[src/include/issf_defs.vh]
// Register map, field positions and reset values of the stop-flag block
`ifndef ISSF_DEFS_VH
`define ISSF_DEFS_VH

// ====================================================================
// Register byte offsets
`define ISSF_OFS_CTRL_STATUS 8'h00
`define ISSF_OFS_CONTROL     8'h04
`define ISSF_OFS_INT_STATUS  8'h08
`define ISSF_OFS_INT_MASK    8'h0C
`define ISSF_OFS_LINK_STATE  8'h10

// ====================================================================
// Flag and acknowledge register fields
`define ISSF_CS_WIDTH        8
`define ISSF_CS_ERROR_STOP   7
`define ISSF_CS_NORMAL_STOP  6
`define ISSF_CS_RESET        8'h00

// ====================================================================
// Control register fields
`define ISSF_CTL_SLAVE_MODE  0
`define ISSF_CTL_RESET       8'h00

// ====================================================================
// Interrupt status and mask fields
`define ISSF_INT_WIDTH       3
`define ISSF_INT_XFER        0
`define ISSF_INT_ERR_EVT     1
`define ISSF_INT_NORM_EVT    2
`define ISSF_INT_RESET       3'h0
`define ISSF_MASK_RESET      3'h0

// ====================================================================
// Link state register fields
`define ISSF_LS_FRAME_BUSY   0
`define ISSF_LS_SLAVE_MODE   1

`endif

[src/hw/issf_stop_flags.v]
// Stop-condition status flags of an I2C slave with APB register access
//
// Our own choices: the APB register port and the register addresses.

`include "issf_defs.vh"

// ====================================================================
// Read-then-write-zero sticky flag
module issf_rdclr_flag (
  input wire core_clk,
  input wire reset,
  input wire set_evt,
  input wire rd_one,
  input wire wr_acc,
  input wire wr_bit,
  input wire hw_clear,
  output wire flag
);

  reg flag_r;
  reg flag_nxt;
  reg arm_r;
  reg arm_nxt;
  wire sw_clear;

  assign sw_clear = wr_acc && !wr_bit && arm_r;

  always @* begin
    flag_nxt = flag_r;
    if (sw_clear) begin
      flag_nxt = 1'b0;
    end
    if (hw_clear) begin
      flag_nxt = 1'b0;
    end
    if (set_evt) begin
      flag_nxt = 1'b1;
    end
  end

  // Arm is lost on any write to the flag register, so a stale read cannot clear a new event
  always @* begin
    arm_nxt = arm_r;
    if (wr_acc) begin
      arm_nxt = 1'b0;
    end
    if (!flag_nxt) begin
      arm_nxt = 1'b0;
    end
    if (rd_one) begin
      arm_nxt = 1'b1;
    end
  end

  always @(posedge core_clk) begin
    if (reset) begin
      flag_r <= 1'b0;
      arm_r <= 1'b0;
    end else begin
      flag_r <= flag_nxt;
      arm_r <= arm_nxt;
    end
  end

  assign flag = flag_r;

endmodule

// ====================================================================
// Top level
module issf_stop_flags (
  input wire core_clk,
  input wire reset,
  input wire psel,
  input wire penable,
  input wire pwrite,
  input wire [7:0] paddr,
  input wire [31:0] pwdata,
  output reg [31:0] prdata,
  output wire pready,
  output wire pslverr,
  input wire stop_detect,
  input wire frame_busy,
  output wire irq
);

  // ==================================================================
  // Bus phase decode
  wire setup_ph;
  wire access_done;
  wire wr_done;
  wire rd_done;
  wire hit_cs;
  wire hit_ctl;
  wire hit_ist;
  wire hit_msk;
  wire hit_ls;
  wire hit_any;
  // Captured in the setup cycle, used in the access cycle
  reg err_r;

  assign setup_ph = psel && !penable;
  assign access_done = psel && penable;
  assign wr_done = access_done && pwrite && !err_r;
  assign rd_done = access_done && !pwrite && !err_r;

  assign hit_cs = (paddr == `ISSF_OFS_CTRL_STATUS);
  assign hit_ctl = (paddr == `ISSF_OFS_CONTROL);
  assign hit_ist = (paddr == `ISSF_OFS_INT_STATUS);
  assign hit_msk = (paddr == `ISSF_OFS_INT_MASK);
  assign hit_ls = (paddr == `ISSF_OFS_LINK_STATE);
  assign hit_any = hit_cs || hit_ctl || hit_ist || hit_msk || hit_ls;

  // ==================================================================
  // Write strobes
  wire ctl_wr;
  wire ist_wr;
  wire msk_wr;

  assign ctl_wr = wr_done && hit_ctl;
  assign ist_wr = wr_done && hit_ist;
  assign msk_wr = wr_done && hit_msk;

  // ==================================================================
  // Software registers
  reg [7:0] ctl_r;
  reg [`ISSF_INT_WIDTH-1:0] int_st_r;
  reg [`ISSF_INT_WIDTH-1:0] int_st_nxt;
  reg [7:0] ctl_nxt;
  reg [`ISSF_INT_WIDTH-1:0] int_msk_r;
  reg [`ISSF_INT_WIDTH-1:0] int_msk_nxt;
  reg rd_err_stop_r;
  reg rd_norm_stop_r;

  wire slave_mode;
  wire err_stop;
  wire norm_stop;
  wire [7:0] cs_value;

  assign slave_mode = ctl_r[`ISSF_CTL_SLAVE_MODE];

  // ==================================================================
  // Stop classification
  wire err_set;
  wire norm_set;
  wire xfer_clr;
  wire stop_in_mode;

  assign stop_in_mode = slave_mode && stop_detect;
  assign err_set = stop_in_mode && frame_busy;
  assign norm_set = stop_in_mode && !frame_busy;

  // Software clear of the transfer interrupt flag
  assign xfer_clr = ist_wr && pwdata[`ISSF_INT_XFER];

  // ==================================================================
  // Stop flags
  wire cs_wr;
  wire cs_rd;

  assign cs_wr = wr_done && hit_cs;
  assign cs_rd = rd_done && hit_cs;

  // ==================================================================
  // Read arm
  wire err_rd_one;
  wire norm_rd_one;

  // Arm only from the value that the read returned
  assign err_rd_one = cs_rd && rd_err_stop_r;
  assign norm_rd_one = cs_rd && rd_norm_stop_r;

  issf_rdclr_flag u_err_flag (
    .core_clk(core_clk),
    .reset(reset),
    .set_evt(err_set),
    .rd_one(err_rd_one),
    .wr_acc(cs_wr),
    .wr_bit(pwdata[`ISSF_CS_ERROR_STOP]),
    .hw_clear(xfer_clr),
    .flag(err_stop)
  );

  issf_rdclr_flag u_norm_flag (
    .core_clk(core_clk),
    .reset(reset),
    .set_evt(norm_set),
    .rd_one(norm_rd_one),
    .wr_acc(cs_wr),
    .wr_bit(pwdata[`ISSF_CS_NORMAL_STOP]),
    .hw_clear(xfer_clr),
    .flag(norm_stop)
  );

  assign cs_value = {err_stop, norm_stop, 6'h00};

  // ==================================================================
  // Link state view
  wire [7:0] ls_value;

  assign ls_value = {6'h00, slave_mode, frame_busy};

  // ==================================================================
  // Interrupt status, set wins over clear
  always @* begin
    int_st_nxt = int_st_r;
    if (ist_wr) begin
      int_st_nxt = int_st_r & ~pwdata[`ISSF_INT_WIDTH-1:0];
    end
    if (err_set || norm_set) begin
      int_st_nxt[`ISSF_INT_XFER] = 1'b1;
    end
    if (err_set) begin
      int_st_nxt[`ISSF_INT_ERR_EVT] = 1'b1;
    end
    if (norm_set) begin
      int_st_nxt[`ISSF_INT_NORM_EVT] = 1'b1;
    end
  end

  always @(posedge core_clk) begin
    if (reset) begin
      ctl_r <= `ISSF_CTL_RESET;
      int_st_r <= `ISSF_INT_RESET;
      int_msk_r <= `ISSF_MASK_RESET;
    end else begin
      int_st_r <= int_st_nxt;
      ctl_r <= ctl_nxt;
      int_msk_r <= int_msk_nxt;
    end
  end

  assign irq = |(int_st_r & int_msk_r);

  // ==================================================================
  // Control and mask next values
  // Only the mode bit is kept, so reserved bits always read zero
  always @* begin
    ctl_nxt = ctl_r;
    if (ctl_wr) begin
      ctl_nxt = {7'h00, pwdata[`ISSF_CTL_SLAVE_MODE]};
    end
  end

  always @* begin
    int_msk_nxt = int_msk_r;
    if (msk_wr) begin
      int_msk_nxt = pwdata[`ISSF_INT_WIDTH-1:0];
    end
  end

  // ==================================================================
  // Read data and error, captured in the setup cycle
  // Flag value seen by software is the one latched here, so the arm
  // follows exactly what the read returned
  reg [31:0] rd_mux;
  reg [31:0] prdata_nxt;
  reg err_nxt;
  reg rd_err_stop_nxt;
  reg rd_norm_stop_nxt;

  always @* begin
    rd_mux = 32'h0000_0000;
    case (paddr)
      `ISSF_OFS_CTRL_STATUS: begin
        rd_mux = {24'h00_0000, cs_value};
      end
      `ISSF_OFS_CONTROL: begin
        rd_mux = {24'h00_0000, ctl_r};
      end
      `ISSF_OFS_INT_STATUS: begin
        rd_mux = {29'h0000_0000, int_st_r};
      end
      `ISSF_OFS_INT_MASK: begin
        rd_mux = {29'h0000_0000, int_msk_r};
      end
      `ISSF_OFS_LINK_STATE: begin
        rd_mux = {24'h00_0000, ls_value};
      end
      default: begin
        rd_mux = 32'h0000_0000;
      end
    endcase
  end

  // Everything here moves only in a setup cycle
  always @* begin
    prdata_nxt = prdata;
    err_nxt = err_r;
    rd_err_stop_nxt = rd_err_stop_r;
    rd_norm_stop_nxt = rd_norm_stop_r;
    if (setup_ph) begin
      prdata_nxt = 32'h0000_0000;
      if (!pwrite) begin
        prdata_nxt = rd_mux;
      end
      err_nxt = !hit_any;
      rd_err_stop_nxt = err_stop;
      rd_norm_stop_nxt = norm_stop;
    end
  end

  always @(posedge core_clk) begin
    if (reset) begin
      prdata <= 32'h0000_0000;
      err_r <= 1'b0;
      rd_err_stop_r <= 1'b0;
      rd_norm_stop_r <= 1'b0;
    end else begin
      prdata <= prdata_nxt;
      err_r <= err_nxt;
      rd_err_stop_r <= rd_err_stop_nxt;
      rd_norm_stop_r <= rd_norm_stop_nxt;
    end
  end

  // ==================================================================
  // Bus answer
  // Zero wait states: every access ends in its first access cycle
  assign pready = psel && penable;
  assign pslverr = access_done && err_r;

endmodule

[config.mk]
export PLATFORM = sky130hd
export DESIGN_NAME = issf_stop_flags
export DESIGN_NICKNAME = d
export VERILOG_FILES = /design/src/hw/issf_stop_flags.v
export VERILOG_INCLUDE_DIRS = /design/src /design/src/include
export SDC_FILE = /design/constraint.sdc
export NUM_CORES = 1
export LEC_CHECK = 0
export ABC_CLOCK_PERIOD_IN_PS = 2180
export BUFFER_PORTS_ARGS = -buffer_cell sky130_fd_sc_hd__buf_2
export CAP_MARGIN = 10
export CORE_UTILIZATION = 43
export CTS_BUF_LIST = sky130_fd_sc_hd__clkbuf_2 sky130_fd_sc_hd__clkbuf_4 sky130_fd_sc_hd__clkbuf_8
export DETAILED_ROUTE_END_ITERATION = 6
export PLACE_DENSITY = 0.94
export SYNTH_ARGS = -nofsm -noshare
export SYNTH_HDL_FRONTEND = slang
export SYNTH_SLANG_ARGS = --single-unit
[constraint.sdc]
create_clock -name core_clk -period 2.18 [get_ports core_clk]
set_clock_uncertainty 0.15 [all_clocks]
set_input_delay 0.327 -clock core_clk [delete_from_list [all_inputs] [get_ports core_clk]]
set_output_delay 0.327 -clock core_clk [all_outputs]
set_load 0.02 [all_outputs]
; ---- Word level (Yosys, flattened, before mapping)
; Cells that the tools add are included.
[totals]
out_inout_bits = 35
ff_bits = 46
elab_cells = 78
[classes]
n_mux = 17
bitwise = 3
eq_ne = 6
reduce_logical = 39
[ops]
columns = op, count
row1 = $pmux W8 S5, 1
row2 = $mux W32, 1
row3 = $logic_and A1 B1 Y1, 22
row4 = $eq A8 B4 Y1 const B, 2
row5 = $mux W1, 14
row6 = $eq A8 B3 Y1 const B, 1
row7 = $eq A8 B5 Y1 const B, 1
row8 = $logic_not A8 Y1, 1
row9 = $logic_not A1 Y1, 7
row10 = $and A3 B3 Y3, 2
row11 = $reduce_bool A2 Y1, 3
row12 = $logic_or A1 B1 Y1, 5
row13 = $mux W3, 1
row14 = $ne A3 B2 Y1 const B, 1
row15 = $ne A3 B3 Y1 const B, 1
row16 = $not A3 Y3, 1
row17 = $reduce_or A3 Y1, 1

; ---- Depth between registers and ports, before layout
[logic_depth]
depth_word = 11
ltp_mapped = 5
depth_no_buf = 4

; ---- By module
; From an unflattened synthesis, not the netlist that was laid out.
[hier_totals]
cells_unflattened = 149
hier_area_um2 = 1293.7
[modules_own_cells]
columns = mod, area_per_inst_um2, cells_each, instances
row1 = issf_stop_flags, 1116.1, 129, 1
row2 = issf_rdclr_flag, 88.8, 10, 2

; ---- Least setup slack after synthesis
; OpenSTA, ideal clock, no wires.
[synth_timing]
path_kind = input to register
startpoint = input paddr[2]
endpoint = register prdata[0]
cell_stages = 5
path_slack_ps = 494
required_ps = 1969
path_buffers = 1
arrival_ps = 1475
path_cell_list = buf_6 -> nor4_4 -> nand3_2 -> a2111oi_2 -> a32o_1
[synth_via]
elab_chain_cells = 3
elab_cells_between_ends = 7
classes_between = eq/ne: 4 / mux: 2 / reduce/logical: 1
[synth_rtl]
columns = item, line
row1 = from (decl), issf_stop_flags.v:77  ; input wire [7:0] paddr,
row2 = $eq A8 B5 Y1 (tied with other cells), issf_stop_flags.v:264  ; case (paddr)
row3 = $pmux W8 S5 (*), issf_stop_flags.v:264
row4 = $mux W32 (*), issf_stop_flags.v:294  ; if (!pwrite) begin
row5 = to (signal assigned), issf_stop_flags.v:310  ; prdata <= prdata_nxt;
row6 = to (decl), issf_stop_flags.v:79  ; output reg [31:0] prdata,
; Mark *: on every way between the ends. The rest lies on a longest branch, timed or not.
; A chain may end at the register's enable or synchronous reset.

; ---- Worst setup path after layout
[layout_timing]
startpoint = register int_st_r[2]
endpoint = output irq
[layout_via]
elab_chain_cells = 2
[layout_rtl]
columns = item, line
row1 = from (decl), issf_stop_flags.v:127  ; reg [`ISSF_INT_WIDTH-1:0] int_st_r;
row2 = from (signal assigned), issf_stop_flags.v:224  ; int_st_r <= `ISSF_INT_RESET;
row3 = from (signal assigned), issf_stop_flags.v:227  ; int_st_r <= int_st_nxt;
row4 = $and A3 B3 Y3, issf_stop_flags.v:233  ; assign irq = |(int_st_r & int_msk_r);
row5 = $reduce_or A3 Y1, issf_stop_flags.v:233
row6 = to (decl), issf_stop_flags.v:84  ; output wire irq
; No other way between the ends.

==> impl_results.md <==
* Mean Syn Cell Area at 8.41 sq um
* F_max at approximately 580 MHz
* Crit path time final at ~1.7 ns
* Antenna violations before repair at 0
* Worst-path clk slew at around 0.11 ns
* Sequential share of the synthesized area at 0.318
* CTS Buf Count at 3
* Crit path max fanout at 3
* Synth area leader: dfxtp_1
* WHS Path Cells at 3
* Die Span Y at approximately 55 um
* CP required at about 1.7 ns
* Area Growth Syn to Fin at 7.96%
* Final period util at 0.790
* WL per Instance at about 12 um
* Detailed Place HPWL at around 1900 um
* Layout cells sized above 1 at 0.251
* Total GRT Usage at 0.174
* Global route overflow at 0
* Row cnt at 18
* Final #Nets at 219
* Clk_lat worst skew at 0.31 ns
* Setup crit start kind: flip-flop
* Max cap viols at 0
* Count leader, synth: buf_4
* Placer Congestion at 0.896
* RSZ-0062 raised after global routing: false
* Top cells by count, synth: 27 x buf_4, 20 x nand2_1, 19 x dfxtp_1, 11 x a21oi_1, 9 x nand4_1
* Largest net degree at the start of global routing at 16
* Cell Area, Synth at 1190 sq um
* Peak VDD IR at 0.370 mV
* Clk buf depth at 2
* Clock Sinks at 19
* Final setup viols at 0
* Post-Synth XOR/XNOR Area at 0
* CTS tree: built
* Setup TNS at 0 ns
* Final Max Tran Viols at 0
* Die area at 2990 sq um
* Syn Inst Count at 142
* Kind of critical path: flip-flop to output pin
* # diodes at 0
* Post-synth EDFFs at 0
* CP Capture Type: output pin
* Power Density at 505 nW/um^2
* Largest family of logic cells by synthesized area: simple AND/OR/NAND/NOR gates
* WHS at 0.141 ns
* Initial core utilization at 0.470
* Critical Path Stages at 3
* Routed Antenna Nets at 0
* CTS H-tree lvls at 1
* DRC violations left at 0
* Synth Area in Compound Gates at 0.134
* DR pass1 iterations at 4
* Outcome: finished clean
* Multiplexer share of the synthesized area at 0.0513
* Synth warn at 0
* PostCTS Resize Cnt at 0
* Distinct cells, synth at 39
* Max incr delay on CP at 0.36 ns
* Asr flop ratio synth at 0
* Core area at 2540 sq um
* Commonest register cell after synthesis: dfxtp_1
* Adder-cell share of the synthesized area at 0
* Critical path arrival at ~1.3 ns
* Post-CTS Hold Buffers at 0
* Top cells by area, synth: dfxtp_1 32%, buf_4 17%, nand2_1 6.3%, nand4_1 4.7%, a21oi_1 4.6%
* Via count at 1041
* Root buf cell: clkbuf_4
* Number of global-route vias before repair at 824
* Reg2reg path depth at 4
* Pleak at between 0.5 and 0.6 nW
* PortBufs at 27
* First-pass GRT wire length at roughly 3700 um
* Worst path top cell family by delay: compound AO/OA/AOI/OAI gates
* Final Hold Viols at 0
* Final WL at ~2400 um
* CP bufs+invs at 2
* Worst path cell trace: a222oi_1 > inv_1 > buf_2
* Post-CTS setup buffer count at 0
* Post-synthesis simple-gate area fraction at 0.289
* Worst hold path class: input port to flip-flop
* CP max-delay cell: a222oi_1
* Synth top area share at 0.318
* Top Ports at 82
* Yosys reg bits at 19
* Die width at ~55 um
* Drt via density at 5.18
* Initial DRC count at 38
cells by family after synthesis:
logic type,count (synthesis)
muxes,6
and+or+nand+nor,56
AOI/OAI and AO/OA,24
other,1
buffers and inverters,36
DFF,19
registers in the layout, summed over array words and instances, names as in the netlist:
signal	count
rd_norm_stop_r	1
int_st_r	3
ctl_r	1
u_norm_flag.flag	1
prdata	5
u_err_flag.flag	1
u_norm_flag.arm_r	1
u_err_flag.arm_r	1
err_r	1
int_msk_r	3
rd_err_stop_r	1
power breakdown:
part	internal, mW	switching [mW]	total [mW]
clock network	0.0686	0.117	0.186
registers	0.349	0.00137	0.351
logic	0.0271	0.0883	0.115
total	0.445	0.207	0.652
metrics by stage:
step	utilization	instances	setup WS [ns]	power, mW	cell area, sq um
6_report	0.507	201	0.458	0.652	1290
5_1_grt	0.507	201	0.355	0.687	1290
4_1_cts	0.507	201	0.461	0.652	1290
2_1_floorplan	-	168	0.494	0.469	1290
3_3_place_gp	0.496	197	0.408	0.471	1260
3_5_place_dp	0.496	197	0.341	0.472	1260
worst min-delay path: stages:
cell and delay (ns):
buf_2 0.11, nand2_1 0.05, mux2i_1 0.07
final cells by class:
cell class,instances,area (sq um)
clock buffer,3,22.5
multi-input combinational,113,668
fill,245,1250
tap,30,37.5
timing repair buffer,30,158
clock inverter,1,5.00
sequential,19,380
inverter,5,18.8
metal layers:
metal / part of all wire / GRT usage / routed length, um
met1: 0.46 / 0.219 / 1110
met2: 0.47 / 0.269 / 1150
met3: 0.066 / 0.0611 / 160
met4: 0.0041 / 0.0641 / 10
met5: 0 / 0 / 0
worst paths after layout:
path	startpoint	to	slack, ns
worst max-delay path	int_st_r[2]	irq	0.46
worst min register to register	prdata[7]	prdata[7]	0.31
worst max register to register	err_r	int_msk_r[2]	0.48
worst min-delay path	pwdata[2]	int_msk_r[2]	0.14
layout by cell type (no fill, tap or decap), drive strengths merged, types with 2 or more instances in the layout:
cell type / synthesis / layout
a21oi: 11 / 11
a31oi: 2 / 2
buf: 28 / 30
clkbuf: 3 / 3
clkinv: 1 / 2
conb: 1 / 27
dfxtp: 19 / 19
inv: 4 / 4
mux2i: 5 / 5
nand2: 20 / 20
nand3: 8 / 8
nand4: 9 / 9
nor2: 4 / 4
nor2b: 2 / 2
nor3: 2 / 2
nor4: 2 / 2
nor4b: 2 / 2
o21ai: 3 / 3
No activity file was read; power rests on OpenSTA's default activity.
